--- config.mk ---
export PLATFORM = sky130hd
export DESIGN_NAME = gpd_dev_if
export DESIGN_NICKNAME = d
export VERILOG_FILES = /design/src/gpd_pkg.sv /design/src/gpd_dev_if.sv /design/src/gpd_sync.sv /design/src/gpd_src_hs.sv
export SDC_FILE = /design/constraint.sdc
export NUM_CORES = 1
export LEC_CHECK = 0
export ABC_AREA = 1
export BUFFER_PORTS_ARGS = -buffer_cell sky130_fd_sc_hd__clkbuf_2
export CORE_MARGIN = 8
export CORE_UTILIZATION = 49
export DETAILED_ROUTE_END_ITERATION = 10
export GPL_TIMING_DRIVEN = 0
export PLACE_DENSITY = 0.76
export SLEW_MARGIN = 20
export SYNTH_ARGS = -nofsm -noshare
export SYNTH_HDL_FRONTEND = slang
export SYNTH_SLANG_ARGS = --single-unit
--- constraint.sdc ---
create_clock -name clk -period 2.8 [get_ports clk]
set_input_delay 0.42 -clock clk [delete_from_list [all_inputs] [get_ports clk]]
set_output_delay 0.42 -clock clk [all_outputs]
set_load 0.01 [all_outputs]
--- src/gpd_pkg.sv ---
package gpd_pkg;

  // Timing
  localparam int CLK_NS     = 25;
  localparam int SETTLE_NS  = 2000;
  localparam int SETTLE_CYC = (SETTLE_NS + CLK_NS - 1) / CLK_NS;
  localparam logic [6:0] SETTLE_LAST = 7'(SETTLE_CYC - 1);

  // Primary commands, parity bit dropped
  localparam logic [6:0] CMD_GTL = 7'h01;
  localparam logic [6:0] CMD_SDC = 7'h04;
  localparam logic [6:0] CMD_PPC = 7'h05;
  localparam logic [6:0] CMD_GET = 7'h08;
  localparam logic [6:0] CMD_LLO = 7'h11;
  localparam logic [6:0] CMD_DCL = 7'h14;
  localparam logic [6:0] CMD_PPU = 7'h15;
  localparam logic [6:0] CMD_SPE = 7'h18;
  localparam logic [6:0] CMD_SPD = 7'h19;
  localparam logic [6:0] CMD_UNL = 7'h3F;
  localparam logic [6:0] CMD_UNT = 7'h5F;

  // Command groups in bits 6:5
  localparam logic [1:0] GRP_LISTEN = 2'h1;
  localparam logic [1:0] GRP_TALK   = 2'h2;
  localparam logic [1:0] GRP_SEC    = 2'h3;
  localparam int SEC_DIS_BIT   = 4;
  localparam int SEC_SENSE_BIT = 3;

  // Status byte layout
  localparam int STAT_PON = 7;
  localparam int STAT_RQS = 6;
  localparam int STAT_USR = 6;

  localparam logic PON_RST = 1'h1;
  localparam logic OUT_RST = 1'h1;

  // Raw bus lines idle high, front panel request idle low
  localparam int SYNC_W = 17;
  localparam logic [SYNC_W-1:0] SYNC_RST = 17'h1FFFE;

  typedef struct packed {
    logic [7:0] dio;
    logic       dav;
    logic       nrfd;
    logic       ndac;
    logic       eoi;
    logic       srq;
    logic       atn;
    logic       ifc;
    logic       ren;
  } gpd_lines_t;

  typedef enum logic [1:0] {AH_IDLE, AH_READY, AH_TAKE} gpd_ah_t;
  typedef enum logic [1:0] {SH_IDLE, SH_SETTLE, SH_DAV, SH_END} gpd_sh_t;

  typedef struct packed {
    gpd_sh_t    st;
    logic [6:0] cnt;
    logic [7:0] data;
    logic       eoi;
    logic       dav;
    logic       done;
  } gpd_src_st_t;

  typedef struct packed {
    gpd_ah_t    ah;
    logic       lAddr;
    logic       tAddr;
    logic       spMode;
    logic       spSent;
    logic       ppcArmed;
    logic       ppEn;
    logic       ppSense;
    logic [2:0] ppLine;
    logic       remote;
    logic       llo;
    logic       rqs;
    logic       pon;
    logic       pendTrig;
    logic       outOn;
    logic       trigger;
    logic       devClr;
    logic [7:0] rxData;
    logic       rxEoi;
    logic       rxValid;
    logic       txTaken;
    logic       svcPrev;
    logic       addressed;
    gpd_lines_t oe;
  } gpd_dev_st_t;

  localparam gpd_src_st_t SRC_RST = '{st: SH_IDLE, default: '0};
  localparam gpd_dev_st_t DEV_RST =
    '{ah: AH_IDLE, pon: PON_RST, outOn: OUT_RST, default: '0};

endpackage

--- src/gpd_dev_if.sv ---
`timescale 1ns/1ps
// Notes on behaviour
// - Source handshake sends each byte correctly
// - Acceptor handshake takes each command byte, and data bytes while addressed to listen
// - Talk when addressed to talk
// - Listen when addressed to listen
// - Device clear restores power-on settings
// - Trigger applies held values
// - Trigger in local waits for remote
// - Poll response follows status bit 7
// - Parallel poll keeps service request
// - Configure poll sense and line remotely
// - Switch between front panel and remote
// - Raise service request when condition arises
// - Serial poll returns one status byte
// - Addressed lamp while listener or talker
// - Lockout ignores front panel local request
// - Lockout ends only when remote enable drops
// - Go-to-local works even under lockout
// - Output off on each local-to-remote
// - Serial poll clears service request bit
module gpd_dev_if (
  input  wire logic               clk,        // 40 MHz system clock
  input  wire logic               rst_b,      // reset, active low
  input  wire gpd_pkg::gpd_lines_t busIn,     // raw bus levels, low true
  output      gpd_pkg::gpd_lines_t busOut,    // level driven, always low
  output      gpd_pkg::gpd_lines_t busOe,     // pull line low when set
  input  wire logic [4:0]         myAddr,     // primary bus address
  input  wire logic               localReq,   // front panel local key
  input  wire logic               svcReq,     // enabled service condition
  input  wire logic [5:0]         statusIn,   // low status byte bits
  input  wire logic [7:0]         txData,     // byte to talk
  input  wire logic               txEoi,      // byte is last
  input  wire logic               txValid,    // txData is ready
  input  wire logic               outOnCmd,   // pulse, output on
  input  wire logic               outOffCmd,  // pulse, output off
  output      logic               txTaken,    // pulse, tx byte sent
  output      logic [7:0]         rxData,     // listened byte
  output      logic               rxEoi,      // byte came with end
  output      logic               rxValid,    // pulse, rxData new
  output      logic               remoteMode, // remote control active
  output      logic               lockout,    // local lockout active
  output      logic               addressed,  // addressed lamp
  output      logic               outputOn,   // supply output enable
  output      logic               trigger,    // pulse, apply held values
  output      logic               devClear    // pulse, restore settings
);

  logic [1:0] rstPipe;
  logic       rstB;

  always_ff @(posedge clk or negedge rst_b) begin
    if (!rst_b) rstPipe <= 2'h0;
    else        rstPipe <= {rstPipe[0], 1'h1};
  end
  assign rstB = rstPipe[1];

  logic [gpd_pkg::SYNC_W-1:0] syncQ;
  gpd_pkg::gpd_lines_t        ln;
  logic                       locS;

  gpd_sync #(
    .W       (gpd_pkg::SYNC_W),
    .RST_VAL (gpd_pkg::SYNC_RST)
  ) u_sync (
    .clk  (clk),
    .rstB (rstB),
    .d    ({busIn, localReq}),
    .q    (syncQ)
  );

  // Bus lines are low true
  assign ln   = ~syncQ[gpd_pkg::SYNC_W-1:1];
  assign locS = syncQ[0];

  gpd_pkg::gpd_dev_st_t st_q;
  gpd_pkg::gpd_dev_st_t st_d;

  logic       byteIn;
  logic       cmdIn;
  logic       dataIn;
  logic [6:0] cmd;
  logic       isMla;
  logic       isMta;
  logic       isOta;
  logic       isSec;
  logic       svcRise;
  logic       ppActive;
  logic       ppDrive;
  logic       talkAct;
  logic       srcStart;
  logic       srcDone;
  logic       srcDav;
  logic       srcEoi;
  logic [7:0] srcData;
  logic       spRead;
  logic [7:0] statusByte;

  assign byteIn   = (st_q.ah == gpd_pkg::AH_READY) && ln.dav;
  assign cmdIn    = byteIn && ln.atn;
  assign dataIn   = byteIn && !ln.atn && st_q.lAddr;
  assign cmd      = ln.dio[6:0];
  assign isMla    = cmd == {gpd_pkg::GRP_LISTEN, myAddr};
  assign isMta    = cmd == {gpd_pkg::GRP_TALK, myAddr};
  assign isOta    = cmd[6:5] == gpd_pkg::GRP_TALK && !isMta;
  assign isSec    = cmd[6:5] == gpd_pkg::GRP_SEC;
  assign svcRise  = svcReq && !st_q.svcPrev;
  assign ppActive = ln.atn && ln.eoi;
  assign talkAct  = st_q.tAddr && !ln.atn;
  assign statusByte = {st_q.pon, st_q.rqs, statusIn[gpd_pkg::STAT_USR-1:0]};
  assign ppDrive  = st_q.ppEn &&
                    statusByte[gpd_pkg::STAT_PON] == st_q.ppSense;
  assign srcStart = talkAct &&
                    (st_q.spMode ? !st_q.spSent : txValid);
  assign spRead   = srcDone && st_q.spMode;

  // Serial poll sends the status byte with end, once
  gpd_src_hs u_src (
    .clk     (clk),
    .rstB    (rstB),
    .start   (srcStart),
    .abort   (!talkAct),
    .dataIn  (st_q.spMode ? statusByte : txData),
    .eoiIn   (st_q.spMode || txEoi),
    .nrfd    (ln.nrfd),
    .ndac    (ln.ndac),
    .dav     (srcDav),
    .dataOut (srcData),
    .eoiOut  (srcEoi),
    .done    (srcDone)
  );

  always_comb begin
    st_d = st_q;
    st_d.trigger = 1'b0;
    st_d.devClr  = 1'b0;
    st_d.rxValid = 1'b0;
    st_d.svcPrev = svcReq;

    unique case (st_q.ah)
      gpd_pkg::AH_IDLE:
        if (ln.atn || st_q.lAddr) st_d.ah = gpd_pkg::AH_READY;
      gpd_pkg::AH_READY:
        if (!(ln.atn || st_q.lAddr)) st_d.ah = gpd_pkg::AH_IDLE;
        else if (ln.dav) st_d.ah = gpd_pkg::AH_TAKE;
      gpd_pkg::AH_TAKE:
        if (!ln.dav) st_d.ah = gpd_pkg::AH_READY;
    endcase

    if (dataIn) begin
      st_d.rxData  = ln.dio;
      st_d.rxEoi   = ln.eoi;
      st_d.rxValid = 1'b1;
    end

    if (cmdIn) begin
      if (!isSec) st_d.ppcArmed = 1'b0;
      if (cmd == gpd_pkg::CMD_UNL) st_d.lAddr = 1'b0;
      if (cmd == gpd_pkg::CMD_UNT || isOta) st_d.tAddr = 1'b0;
      if (isMla) begin
        st_d.lAddr = 1'b1;
        if (ln.ren) st_d.remote = 1'b1;
      end
      if (isMta) st_d.tAddr = 1'b1;
      if (cmd == gpd_pkg::CMD_LLO && ln.ren) st_d.llo = 1'b1;
      if (cmd == gpd_pkg::CMD_GTL && st_q.lAddr) st_d.remote = 1'b0;
      if (cmd == gpd_pkg::CMD_DCL ||
          (cmd == gpd_pkg::CMD_SDC && st_q.lAddr)) begin
        st_d.devClr = 1'b1;
        st_d.outOn  = gpd_pkg::OUT_RST;
        st_d.pon    = 1'b0;
      end
      if (cmd == gpd_pkg::CMD_GET && st_q.lAddr) begin
        if (st_q.remote) st_d.trigger = 1'b1;
        else st_d.pendTrig = 1'b1;
      end
      if (cmd == gpd_pkg::CMD_SPE) begin
        st_d.spMode = 1'b1;
        st_d.spSent = 1'b0;
      end
      if (cmd == gpd_pkg::CMD_SPD) st_d.spMode = 1'b0;
      if (cmd == gpd_pkg::CMD_PPC && st_q.lAddr) st_d.ppcArmed = 1'b1;
      if (cmd == gpd_pkg::CMD_PPU) st_d.ppEn = 1'b0;
      if (isSec && st_q.ppcArmed) begin
        st_d.ppEn    = !cmd[gpd_pkg::SEC_DIS_BIT];
        st_d.ppSense = cmd[gpd_pkg::SEC_SENSE_BIT];
        st_d.ppLine  = cmd[2:0];
      end
    end

    if (locS && !st_q.llo) st_d.remote = 1'b0;
    if (!ln.ren) begin
      st_d.remote = 1'b0;
      st_d.llo    = 1'b0;
    end
    if (ln.ifc) begin
      st_d.lAddr    = 1'b0;
      st_d.tAddr    = 1'b0;
      st_d.spMode   = 1'b0;
      st_d.ppcArmed = 1'b0;
    end

    if (outOnCmd) st_d.outOn = 1'b1;
    if (outOffCmd && !st_d.devClr) st_d.outOn = 1'b0;
    if (st_d.remote && !st_q.remote) begin
      st_d.outOn = 1'b0;
      if (st_d.pendTrig) begin
        st_d.trigger  = 1'b1;
        st_d.pendTrig = 1'b0;
      end
    end

    // Poll read clears, new condition wins, parallel poll untouched
    if (spRead) begin
      st_d.rqs    = 1'b0;
      st_d.spSent = 1'b1;
    end
    if (svcRise) st_d.rqs = 1'b1;
    st_d.txTaken = srcDone && !st_q.spMode;

    st_d.addressed = st_d.lAddr || st_d.tAddr;
    st_d.oe      = '0;
    st_d.oe.nrfd = st_d.ah == gpd_pkg::AH_TAKE;
    st_d.oe.ndac = st_d.ah == gpd_pkg::AH_READY;
    st_d.oe.dav  = srcDav;
    st_d.oe.eoi  = srcDav && srcEoi;
    st_d.oe.srq  = st_d.rqs;
    if (ppActive && ppDrive) st_d.oe.dio = 8'(8'h01 << st_q.ppLine);
    else if (talkAct) st_d.oe.dio = srcData;
  end

  always_ff @(posedge clk or negedge rstB) begin
    if (!rstB) st_q <= gpd_pkg::DEV_RST;
    else       st_q <= st_d;
  end

  assign busOut     = '0;
  assign busOe      = st_q.oe;
  assign txTaken    = st_q.txTaken;
  assign rxData     = st_q.rxData;
  assign rxEoi      = st_q.rxEoi;
  assign rxValid    = st_q.rxValid;
  assign remoteMode = st_q.remote;
  assign lockout    = st_q.llo;
  assign addressed  = st_q.addressed;
  assign outputOn   = st_q.outOn;
  assign trigger    = st_q.trigger;
  assign devClear   = st_q.devClr;
endmodule // gpd_dev_if

--- src/gpd_sync.sv ---
`timescale 1ns/1ps
module gpd_sync #(
  parameter int           W       = 1,
  parameter logic [W-1:0] RST_VAL = '0
) (
  input  wire logic         clk,   // system clock
  input  wire logic         rstB,  // reset, active low
  input  wire logic [W-1:0] d,     // asynchronous inputs
  output      logic [W-1:0] q      // synchronised copy
);

  logic [1:0][W-1:0] st_q;
  logic [1:0][W-1:0] st_d;

  always_comb begin
    st_d = {st_q[0], d};
  end

  always_ff @(posedge clk or negedge rstB) begin
    if (!rstB) st_q <= {RST_VAL, RST_VAL};
    else       st_q <= st_d;
  end

  assign q = st_q[1];

endmodule // gpd_sync

--- src/gpd_src_hs.sv ---
`timescale 1ns/1ps
module gpd_src_hs (
  input  wire logic       clk,     // system clock
  input  wire logic       rstB,    // reset, active low
  input  wire logic       start,   // send dataIn when idle
  input  wire logic       abort,   // leave talking, drop DAV
  input  wire logic [7:0] dataIn,  // byte to send
  input  wire logic       eoiIn,   // byte is last
  input  wire logic       nrfd,    // not-ready asserted on bus
  input  wire logic       ndac,    // not-accepted asserted on bus
  output      logic       dav,     // data valid asserted
  output      logic [7:0] dataOut, // byte on the lines
  output      logic       eoiOut,  // end flag for byte
  output      logic       done     // pulse, byte accepted
);

  gpd_pkg::gpd_src_st_t st_q;
  gpd_pkg::gpd_src_st_t st_d;

  always_comb begin
    st_d = st_q;
    st_d.done = 1'b0;
    unique case (st_q.st)
      gpd_pkg::SH_IDLE: if (start && !abort) begin
        st_d.st   = gpd_pkg::SH_SETTLE;
        st_d.cnt  = '0;
        st_d.data = dataIn;
        st_d.eoi  = eoiIn;
      end
      gpd_pkg::SH_SETTLE: begin
        if (st_q.cnt != gpd_pkg::SETTLE_LAST) st_d.cnt = st_q.cnt + 7'h01;
        else if (!nrfd) begin
          st_d.dav = 1'b1;
          st_d.st  = gpd_pkg::SH_DAV;
        end
      end
      gpd_pkg::SH_DAV: if (!ndac) begin
        st_d.dav  = 1'b0;
        st_d.done = 1'b1;
        st_d.st   = gpd_pkg::SH_END;
      end
      gpd_pkg::SH_END: if (ndac) st_d.st = gpd_pkg::SH_IDLE;
    endcase
    if (abort) begin
      st_d.dav = 1'b0;
      st_d.st  = gpd_pkg::SH_IDLE;
    end
  end

  always_ff @(posedge clk or negedge rstB) begin
    if (!rstB) st_q <= gpd_pkg::SRC_RST;
    else       st_q <= st_d;
  end

  assign dav     = st_q.dav;
  assign dataOut = st_q.data;
  assign eoiOut  = st_q.eoi;
  assign done    = st_q.done;
endmodule // gpd_src_hs

Word level (Yosys, flattened, before mapping). Cells that the tools add are included.

Add/subtract/negate cells: 1. Multiply operators: 0. Divide/modulo/power cells: 0. Order comparisons: 0. Equality and inequality tests: 35. Shift-type cells: 1. Mux-type cells: 58. Bitwise operators: 1. Reductions and logical operators: 61.

Operator list (count): equality test 7 x 5 -> 1 bit (second input constant) (5); 2-to-1 mux 1 bit (32); logical AND 1 bit (24); 2-to-1 mux 2 bit (12); 2-to-1 mux 8 bit (3); 2-to-1 mux 18 bit (1); AND reduction 2 bit (9); NOT 16 bit (1); equality test 7 x 3 -> 1 bit (second input constant) (2); one-hot mux 7 bit (2 select lines) (1); equality test 2 bit (second input constant) (6); 2-to-1 mux 12 bit (1); != test 3 bit (second input constant) (4); nonzero test 2 bit (6); logical NOT 1 bit (9); != test 2 x 1 -> 1 bit (second input constant) (4); one-hot mux 2 bit (4 select lines) (1); nonzero test 4 bit (2); left shift 1 x 3 -> 8 bit (first input constant) (1); adder 7 x 1 -> 7 bit (second input constant) (1); equality test 7 x 1 -> 1 bit (second input constant) (1); equality test 7 x 4 -> 1 bit (second input constant) (1); equality test 7 x 6 -> 1 bit (1); equality test 7 x 6 -> 1 bit (second input constant) (1); 19 further kinds (28).

Bits in registers: 101. Bits in latches: 0. RAM bits: 0. Bits in read-only memories: 0. Input bits: 43. Output and inout bits: 49. Memories: 0.

Depth between registers and ports, before layout. Gate-level depths: netlist of run 1.

Depth in word-level cells: 13. Gate-level depth with buffers: 10.

Modules after synthesis. A second synthesis of run 1 with hierarchy kept.

Cells, all modules: 494. Area total of the unflattened synthesis: 4581.9 um2.

By module, submodules not included: gpd_dev_if (times used 1, cells each 328, area an instance 2552.4 um2); gpd_src_hs (times used 1, cells each 132, area an instance 1138.6 um2); gpd_sync (times used 1, cells each 34, area an instance 890.9 um2).

Least setup slack after synthesis of run 1. OpenSTA, ideal clock, no wires.

Kind: register to register. From: reg st_q[48] (netlist name). To: reg st_q[32] (netlist name). Arrival: 1.388 ns. Data required time: 2.687 ns. Path slack: 1.299 ns. Cell stages (with the launch flop): 10. Cell sequence: dfrtp_1 inv_1 ha_1 nand2_2 nor2_2 nand2_1 nor3_1 nand3_1 nand2_1 inv_1.

RTL lines: start, declared (line gpd_dev_if.sv:76) `gpd_pkg::gpd_dev_st_t st_q;`; start signal, assigned (line gpd_dev_if.sv:233) `if (!rstB) st_q <= gpd_pkg::DEV_RST;`; start signal, assigned (line gpd_dev_if.sv:234) `else st_q <= st_d;`.

==> results.md, run 1 <==
* Sequential element share of the synthesized area at 56.7%
* Distinct cells, synth at 33
* Arr. time, crit path at 2.09 ns
* IO Count at 92
* PnR worst setup slack at approximately 0.96 ns
* Async S/R FF share, synth at 100%
* Register cell area after layout at 2520 sq um
* Setup Crit Path Kind: flop to flop
* Number of global-route vias before repair at 3386
* Yosys reg bits at 99
* Synth-to-Final Area Change at 18.0%
* Synth Warn # at 0
* Pins Over Slew Limit at 0
* HPWL after DPL at 7020 microns
* Initial core utilization at 50.6%
* Final Cell Area at 5240 sq um
* Worst Max-Slew Pin Slew at between 0.5 and 0.6 ns
* Final core occ at between 50% and 60%
* Final Net Count at 630
* CTS tree: yes
* Post-CTS resize count at 0
* Synth cell count leaders: nand2_1, dfrtp_1, inv_1, buf_4, nor2_1
* Initial antenna violation count at 0
* Fillers at 753
* Max_cap viols at 0
* IO buf count at 71
* CP required at 3.05 ns
* H-tree levels at 3
* Critical path peak fanout at 7
* Max frequency at approximately 540 MHz
* Final WL at 9200 microns
* Area fraction of the dominant cell type after synthesis at 37.8%
* CTS Buf Count at 9
* Die height at roughly 110 microns
* Clock root cell: clkbuf_8
* EDFF count, synth at 0
* DR pass1 iterations at 4
* Clk_lat worst skew at 0.36 ns
* Mapped Avg Cell Area at 9.28 sq um
* Outcome: finished clean
* Most common cell in the netlist: nand2_1
* Placed Area at 5030 sq um
* Initial DRC Count at 250
* Vias per cell at approximately 4.8
* Total track usage at ~15%
* Die Area at ~12000 sq um
* Ant. Diodes at 0
* Post-synth top area cell: dfrtp_1
* Placer congestion estimate at 0.877
* Clock transition at the registers of the reported paths at 0.09 ns
* Core area at 8760 sq um
* Setup violations, final at 0
* Rows at 34
* Vias at 3307
* Reg-to-reg slack, setup at 0.96 ns
* Share of layout cells above drive strength 1 at 31.6%
* RSZ-0062 raised after global routing: false
* Clock Skew at 0.00993 ns
* Startpoint types: flop
* Mean routed wirelength per cell at 13.3 microns
* PwrDens at 538 nW/um^2
* First-pass GRT wire length at 15500 microns
* HP Class: input pin to flop
* Min Tclk post-route at 1.84 ns
* Pre-CTS setup slack at 1.00 ns
* Maximum vdd drop at 0.000260 V
* TritonCTS Sinks at between 90 and 100
* Total leakage power at approximately 2.7 nW
* Routed Antenna Nets at 0
* Setup TNS at 0 ns
* Max_slew headroom at between 60% and 70%
* Multi-input gate area at 1410 sq um
* Synth top area cells: dfrtp_1, dfstp_2, nand2_1, buf_4, inv_1
* Max clock buf depth at 2
* Most used DFF post-synth: dfrtp_1
* Mapped Area at 4440 sq um
* Fin crit share at 65.5%
* Crit. End Element: flop
* Pin count of the biggest net entering global routing at 52
* Syn Inst Count at between 400 and 500
* Remaining DRCs at 0
* Die span in x at 111 microns
* Total grt overflow at 0
* Final Hold Viols at 0
[final timing paths]
kind / startpoint / endpoint / cells past startpoint
min in group asynchronous: rstPipe[1]$_DFF_PN0_ / busOe[3]$_DFFE_PN0P_ / 0
hold / removal: busIn[6] / u_sync.st_d[24]$_DFF_PN1_ / 1
hold reg to reg: rstPipe[1]$_DFF_PN0_ / busOe[3]$_DFFE_PN0P_ / 0
setup reg to reg: st_q[48]$_DFF_PN0_ / st_q[32]$_DFF_PN0_ / 9
max in group asynchronous: rstPipe[1]$_DFF_PN0_ / u_sync.q[5]$_DFF_PN1_ / 1
setup / recovery: st_q[48]$_DFF_PN0_ / st_q[32]$_DFF_PN0_ / 9
[where the power goes]
group / switching, W / internal (W) / leakage, nW / total, W
registers: 0.0000492 / 0.00151 / 1.21 / 0.00156
logic: 0.000205 / 0.000138 / 1.43 / 0.000344
clock network: 0.000480 / 0.000438 / 0.100 / 0.000918
total: 0.000734 / 0.00208 / 2.74 / 0.00282
[layout by cell type (no fill, tap or decap), drive strengths merged]
cell type and count:
a21boi 1, a21oi 6, buf 45, bufinv 1, clkbuf 84, clkinv 4, clkinvlp 1, conb 20
dfrtp 67, dfstp 32, dlygate4sd3 1, ha 7, inv 61, nand2 110, nand3 18, nand4 5
nor2 36, nor3 7, o211ai 10, o21ai 43, o22ai 9, o31ai 2, o32ai 1, or2 9
xnor2 2, xor2 3
[worst max-delay path, stage by stage, from the launching register on]
cell and delay (ns):
dfrtp_1 0.40, inv_1 0.09, ha_1 0.21, nand2_2 0.09
nor2_2 0.26, nand2_1 0.12, nor3_1 0.27, nand3_1 0.17
nand2_1 0.09, inv_1 0.04
[per-layer routing]
layer	share of wire (%)	wire (microns)	track usage, %
met2	50	4600	25.3
met4	1.8	168	7.56
met3	6.0	555	3.63
met5	0	0	0
met1	42	3880	17.6
[timing repair]
item,CTS,global route
hold endpoints to repair,2,0
hold buffers,1,0
setup buffers,0,0
[registers in the layout (all words and copies together) (netlist names), 2 cells and up]
| name | flops |
|---|---|
| busOe | 13 |
| rstPipe | 2 |
| rxData | 8 |
| st_q | 15 |
| u_src.dataOut | 8 |
| u_src.st_q | 9 |
| u_sync.q | 16 |
| u_sync.st_d | 16 |
[final cells by class]
type / count / area share (%)
repair buffers: 73 / 7.50
multi-input cells: 289 / 27.0
clock inverters: 6 / 1.22
well taps: 108 / 2.58
plain buffers: 47 / 6.55
clock buffers: 10 / 2.63
inverters: 61 / 4.40
flip-flops and latches: 99 / 48.1
[logic make-up (layout without fill, tap and decap cells)]
group	after synthesis	in the layout	share of synthesized area, %
other cells	2	20	0.169
compound gates	72	72	9.62
flops	99	99	56.7
buf+inv	108	197	12.9
fa+ha+maj	7	7	1.97
simple gates	185	185	17.6
xor+xnor	5	5	0.987
[stage by stage]
step	instances	total power, W	hold WS, ns
final	693	0.00282	0.130
after global routing	693	0.00295	0.116
after floorplan	496	0.00180	0.124
after detailed placement	676	0.00192	0.207
after CTS	693	0.00283	0.109
after global placement	675	0.00189	0.207
Power figures use the tool's default switching activity.
==> inputs of run 2 (changes only) <==
ABC_AREA = 0   (was 1)
PLACE_DENSITY = 0.77   (was 0.76)
clock period = 1.62 ns   (was 2.8 ns; I/O delays follow)
==> run 2 against run 1 <==
The run now ends with setup timing left. Cell count decreased by 7.5%. Die area decreased by 4.8%. Critical path depth decreased by 2. First-iteration DRC count decreased by 44%.
==> results.md, run 2 <==
* Synth cell count leaders: dfrtp_1, buf_4, nand2_1, o21ai_0, dfstp_2
* XOR/XNOR Fraction of Synth Area at 1.25% (+0.27 points)
* Final Net Count at 581 (-7.8%)
* CTS tree: yes
* DR pass1 iterations at 5 (+1)
* First-pass GRT wire length at 15100 microns (-2.4%)
* Critical path peak fanout at 6 (-1)
* Number of global-route vias before repair at 3181 (-6.1%)
* Total track usage at 16.2% (+1.1 points)
* Simple-gate portion of the synthesized area at 12.3% (-5.3 points)
* Synth-to-Final Area Change at 42.1%
* Compound-Gate Fraction of Synth Area at 11.4% (+1.8 points)
* Final core occ at 72.1% (+12 points)
* Clock Skew at 0.0140 ns (+0.00403 ns)
* Initial DRC Count at 139 (-44%)
* Die Area at 11800 sq um (-4.8%)
* CP required at 1.90 ns (-1.15 ns)
* PwrDens at 847 nW/um^2 (+57%)
* Share of layout cells above drive strength 1 at 50.9% (+19 points)
* Initial antenna violation count at 0 (unchanged)
* Synth top area cells: dfrtp_1, dfstp_2, buf_4, o21ai_0, nand2_1
* Die height at 108 microns (-2.4%)
* Die span in x at 108 microns (-2.4%)
* Setup Crit Path Kind: flop to flop
* Maximum vdd drop at 0.000682 V (+160%)
* H-tree levels at 3 (unchanged)
* TritonCTS Sinks at 99 (unchanged)
* Startpoint types: flop
* Area fraction of the dominant cell type after synthesis at 40.0% (+2.2 points)
* Vias at 3279 (-0.85%)
* Pre-CTS setup slack at -0.303 ns (-1.31 ns)
* Fin crit share at 116% (+51 points)
* HP Class: input pin to flop
* Rows at 33 (-2.9%)
* IO Count at 92 (unchanged)
* Min Tclk post-route at 1.89 ns (+0.0502 ns)
* Sequential element share of the synthesized area at 60.1% (+3.4 points)
* Routed Antenna Nets at 0 (unchanged)
* Max clock buf depth at 2 (unchanged)
* PnR worst setup slack at -0.265 ns (-1.23 ns)
* Syn Inst Count at 374 (-22%)
* Setup violations, final at 28 (+28)
* RSZ-0062 raised after global routing: true
* Distinct cells, synth at 52 (+58%)
* Clk_lat worst skew at 0.36 ns (about the same)
* Arr. time, crit path at 2.17 ns (+0.08 ns)
* Max frequency at 530 MHz (-2.7%)
* Clock transition at the registers of the reported paths at 0.09 ns (about the same)
* Synth Warn # at 0 (unchanged)
* Mean routed wirelength per cell at 16.2 microns (+22%)
* HPWL after DPL at 6020 microns (-14%)
* EDFF count, synth at 0 (unchanged)
* Total leakage power at 2.81 nW (+2.6%)
* Placer congestion estimate at 0.835 (-4.8%)
* Combinational family with the most area after synthesis: simple AND/OR/NAND/NOR gates
* Ant. Diodes at 0 (unchanged)
* Post-synthesis mux area share at 2.69% (+2.7 points)
* Clock root cell: clkbuf_8
* Initial core utilization at 50.7% (+0.084 points)
* Async S/R FF share, synth at 100% (unchanged)
* Post-synth top area cell: dfrtp_1
* Total grt overflow at 0 (unchanged)
* Crit. End Element: flop
* Final WL at 10400 microns (+13%)
* Final Hold Viols at 0 (unchanged)
* Synth Area in Adders at 2.09% (+0.12 points)
* Core area at 8260 sq um (-5.8%)
* Worst Max-Slew Pin Slew at 0.701 ns (+0.106 ns)
* Remaining DRCs at 0 (unchanged)
* CTS Buf Count at 9 (unchanged)
* Pins Over Slew Limit at 0 (unchanged)
* Inst Count DP at 569 (-16%)
* Max_slew headroom at 53.3% (-7.0 points)
* Most common cell in the netlist: dfrtp_1
* Pin count of the biggest net entering global routing at 51 (-1.9%)
* Yosys reg bits at 99 (unchanged)
* Commonest cells after routing, fill and taps aside: buf_4, clkbuf_2, dfrtp_1, dfstp_2, nand2_1
* Failing checks: setup timing
* Final Instance Count excl. Fillers at 641 (-7.5%)
* Most common cell after layout, fill and taps aside: buf_4
* Max_cap viols at 0 (unchanged)
* IO buf count at 71 (unchanged)
* Mapped Avg Cell Area at 11.2 sq um (+21%)
* Most used DFF post-synth: dfrtp_1
* Outcome: finished with violations
* Vias per cell at 5.12 (+7.2%)
* Mapped Area at 4190 sq um (-5.6%)
==> run 2: cell count changes in the layout (fill, tap and decap cells not counted), moves of 7 or more <==
cell,change
inv_1,-41
o211ai_1,-7
buf_6,+7
dlygate4sd3_1,+17
nand3_1,-12
nor2_1,-14
buf_4,+31
or2_2,-9
nand2_1,-79
o21ai_1,-22
o22ai_1,-9
mux2i_1,+9
==> run 2: through the flow <==
step	hold WS, ns	power, W	TNS (ns)	area, sq um
finish	0.124	0.00504	-2.65	5950
global route	0.124	0.00526	-4.29	5950
CTS	0.118	0.00489	-0.937	5490
detailed placement	0.0333	0.00335	-6.37	4820
global placement	0.0286	0.00329	-4.87	4800
floorplan	-0.0526	0.00316	-0.356	4310
==> run 2: cell type report <==
class	count	area, sq um
well taps	105	131
plain buffers	47	362
clock buffers	10	128
repair buffers	132	952
inverters	19	71.3
clock inverters	6	47.5
fillers	557	2310
multi-input cells	223	1730
flip-flops and latches	99	2530
==> run 2: worst max-delay path: stages (launching register included) <==
cell and delay [ns]:
dfrtp_1 0.42, inv_2 0.12, ha_4 0.18, nor2_2 0.05, a41o_1 0.21, a21o_4 0.21, or4_4 0.49, a21oi_2 0.13
==> run 2: power by group <==
part | leakage [nW] | internal [W] | switching (W)
sequential | 1.21 | 0.00262 | 0.000110
clock | 0.0895 | 0.000580 | 0.000849
combinational | 1.51 | 0.000449 | 0.000432
==> run 2: final timing paths <==
kind	slack, ns	to	startpoint	cells after the start
worst max-delay path	-0.27	u_src.st_q[16]$_DFFE_PN0P_	u_src.st_q[19]$_DFFE_PN0P_	7
worst min-delay path	0.12	outputOn$_DFFE_PN1P_	outOffCmd	4
worst max register to register	-0.27	u_src.st_q[16]$_DFFE_PN0P_	u_src.st_q[19]$_DFFE_PN0P_	7
worst min register to register	0.35	u_sync.q[3]$_DFF_PN1_	u_sync.st_d[20]$_DFF_PN1_	0
max in group asynchronous	0.55	u_sync.q[5]$_DFF_PN1_	rstPipe[1]$_DFF_PN0_	1
min in group asynchronous	0.21	rstPipe[1]$_DFF_PN0_	rst_b	2
==> run 2: logic make-up (layout without fill, tap and decap cells) <==
logic type,count (synthesis),in the layout
fa+ha+maj,7,7
flops,99,99
mux,11,11
other cells,2,20
simple gates,105,105
xor+xnor,6,6
compound gates,74,74
buf+inv,70,214
==> run 2: per-layer routing <==
layer	part of all wire, %	track usage, %
met5	0	0
met4	1.5	5.38
met3	7.0	4.10
met2	51	27.8
met1	40	19.3
==> run 2: what timing repair did <==
| action | CTS | global route |
|---|---|---|
| pin swaps | 8 | 11 |
| hold buffers | 18 | 0 |
| gates cloned | 0 | 3 |
| endpoints found under the setup margin | 36 | 39 |
| gates resized for setup | 35 | 73 |
| endpoints found under the hold margin | 19 | 0 |
| buffers inserted | 22 | 17 |
==> inputs of run 3 (changes only) <==
SKIP_LAST_GASP = 1   (was default)
==> run 3 against run 2 <==
The flow still finishes with violations (setup timing). Clock-buffer cell count is the same. Die area is the same. Cell count shrank 0.31%. Combinational power grew 3.6%. Largest power group unchanged.
==> results.md, run 3 (same netlist as run 2, synthesis figures left out) <==
* Min Tclk post-route at 1.91 ns (+0.0230 ns)
* Final Net Count at 579 (-0.34%)
* R2R depth at 5 (-2)
* Reg-to-reg slack, setup at -0.29 ns (-0.02 ns)
* Fin crit share at 118% (+1.4 points)
* HP Class: input pin to flop
* Total leakage power at 2.78 nW (-1.0%)
* PnR worst setup slack at -0.288 ns (-0.0230 ns)
* Synth-to-Final Area Change at 40.4%
* Placer congestion estimate at 0.835 (unchanged)
* CP required at 1.91 ns (about the same)
* Total grt overflow at 0 (unchanged)
* Ant. Diodes at 0 (unchanged)
* Most common cell after layout, fill and taps aside: clkbuf_2
* Max_cap viols at 0 (unchanged)
* Clock Skew at 0.0139 ns (-0.0000431 ns)
* Crit. End Element: flop
* Switching share of power at 28.0% (+0.45 points)
* Register cell area after layout at 2520 sq um (-0.20%)
* Die height at 108 microns (unchanged)
* CTS tree: yes
* First-pass GRT wire length at 15100 microns (about the same)
* Max stage delay on crit path at 0.50 ns (about the same)
* Initial antenna violation count at 0 (unchanged)
* Final WL at 10600 microns (+2.3%)
* Setup violations, final at 31 (+11%)
* RR Startpoint: st_q[44]$_DFFE_PN0P_
* Min-delay src: txEoi
* Outcome: finished with violations
* Max_slew headroom at 57.3% (+4.0 points)
* Final core occ at 71.2% (-0.88 points)
* DR pass1 iterations at 4 (-1)
* Internal power at 0.00365 W (+0.19%)
* Core area at 8260 sq um (unchanged)
* Final Hold Viols at 0 (unchanged)
* Share of layout cells above drive strength 1 at 48.7% (-2.2 points)
* Rows at 33 (unchanged)
* H-tree levels at 3 (unchanged)
* TritonCTS Sinks at 99 (unchanged)
* Die Area at 11800 sq um (unchanged)
* Routed Antenna Nets at 0 (unchanged)
* Worst Max-Slew Pin Slew at 0.641 ns (-0.0600 ns)
* Worst R2R End: u_src.st_q[16]$_DFFE_PN0P_
* Clock root cell: clkbuf_8
* Fillers at 559 (+0.36%)
* CTS Buf Count at 9 (unchanged)
* Remaining DRCs at 0 (unchanged)
* Critical path peak fanout at 5 (-1)
* Total power at 0.00508 W (+0.83%)
* Logic pwr share at 18.0% (+0.5 points)
* Die span in x at 108 microns (unchanged)
* Startpoint types: flop
* Initial DRC Count at 152 (+9.4%)
* Max frequency at 524 MHz (-1.2%)
* Commonest cells after routing, fill and taps aside: clkbuf_2, buf_4, dfrtp_1, nand2_1, dfstp_2
* Total track usage at 16.2% (about the same)
* Vias at 3314 (+1.1%)
* Inst Count DP at 569 (unchanged)
* Failing checks: setup timing
* Worst Hold End: u_src.eoiOut$_DFFE_PN0P_
* Worst path slowest cell: or4_4
* CP startpoint: st_q[44]$_DFFE_PN0P_
* CP cell instances: nand2b_1, a21o_1, a21o_1, or4_4, a21oi_2
* Critical path's most frequent cell: a21o_1
* Clk_lat worst skew at 0.36 ns (about the same)
* RSZ-0062 raised after global routing: true
* IO buf count at 71 (unchanged)
* Final Hold Slack at 0.123 ns (-0.000997 ns)
* IO Count at 92 (unchanged)
* Pins Over Slew Limit at 0 (unchanged)
* Number of global-route vias before repair at 3200 (+0.60%)
* Vias per cell at 5.19 (+1.4%)
* Clock Power Share at 28.4% (about the same)
* Clock transition at the registers of the reported paths at 0.10 ns (about the same)
* PwrDens at 864 nW/um^2 (+2.1%)
* Pin count of the biggest net entering global routing at 51 (unchanged)
* Register share of total power at 53.6% (-0.6 points)
* Maximum vdd drop at 0.000683 V (about the same)
* Setup Crit Path Kind: flop to flop
* Multi-input gate area at 1690 sq um (-2.7%)
* Arr. time, crit path at 2.20 ns (+0.03 ns)
* Initial core utilization at 50.7% (unchanged)
* Sw power at 0.00142 W (+2.5%)
* Hold depth at 3 (-1)
* Max clock buf depth at 2 (unchanged)
* HPWL after DPL at 6020 microns (unchanged)
* Mean routed wirelength per cell at 16.6 microns (+2.6%)
* Final Instance Count excl. Fillers at 639 (-0.31%)
* Pre-CTS setup slack at -0.303 ns (unchanged)
[run 3: metrics by stage]
stage                     setup TNS (ns)  cell area [sq um]
after floorplan                   -0.356               4310
after global placement             -4.87               4800
after detailed placement           -6.37               4820
after CTS                          -1.06               5470
after global routing               -6.32               5880
final                              -4.12               5880
[run 3: worst max-delay path: cells and delay by family, from the launching register on]
family             cells  cell delay [ns]
and+or+nand+nor        2             0.72
AOI/OAI and AO/OA      3             0.66
DFF                    1             0.46
[run 3: how the worst max path moves through the flow]
stage	endpoint	depth (start not counted)	slack (ns)
global route	u_src.st_q[16]$_DFFE_PN0P_	5	-0.36
detailed placement	st_q[32]$_DFF_PN0_	6	-0.30
finish	u_src.st_q[16]$_DFFE_PN0P_	5	-0.29
global placement	st_q[32]$_DFF_PN0_	6	-0.30
CTS	u_src.st_q[16]$_DFFE_PN0P_	6	-0.22
floorplan	u_src.st_q[16]$_DFFE_PN0P_	6	-0.14
[run 3: final cells by class]
cell class                 instances  share of cell area [%]
clock inverter                     6                   0.809
multi-input combinational        223                    28.7
tap                              105                    2.23
clock buffer                      10                    2.17
timing repair buffer             130                    15.9
inverter                          19                    1.21
buffer                            47                    6.13
sequential                        99                    42.9
[run 3: metal layers]
layer  up-vias  GRT usage (%)  share of wire (%)
met5         -              0                  0
li1       1540              -                  -
met3        31           3.87                7.7
met4         0           5.87                2.6
met2       138           28.1                 52
met1      1605           19.0                 37
[run 3: timing repair]
item | 4_1_cts | 5_1_grt
buffers inserted | 22 | 16
resized for setup | 29 | 59
pin swaps | 7 | 21
setup endpoints to repair | 36 | 39
hold buffers | 18 | 0
gates cloned | 0 | 2
endpoints found under the hold margin | 19 | 0
[run 3: power by group through the flow]
stage | Combinational, W | Sequential [W] | Clock (W)
2_1_floorplan | 0.000411 | 0.00275 | 0
3_3_place_gp | 0.000523 | 0.00277 | 0
3_5_place_dp | 0.000595 | 0.00276 | 0
4_1_cts | 0.000712 | 0.00271 | 0.00146
5_1_grt | 0.000982 | 0.00274 | 0.00156
6_report | 0.000913 | 0.00272 | 0.00144
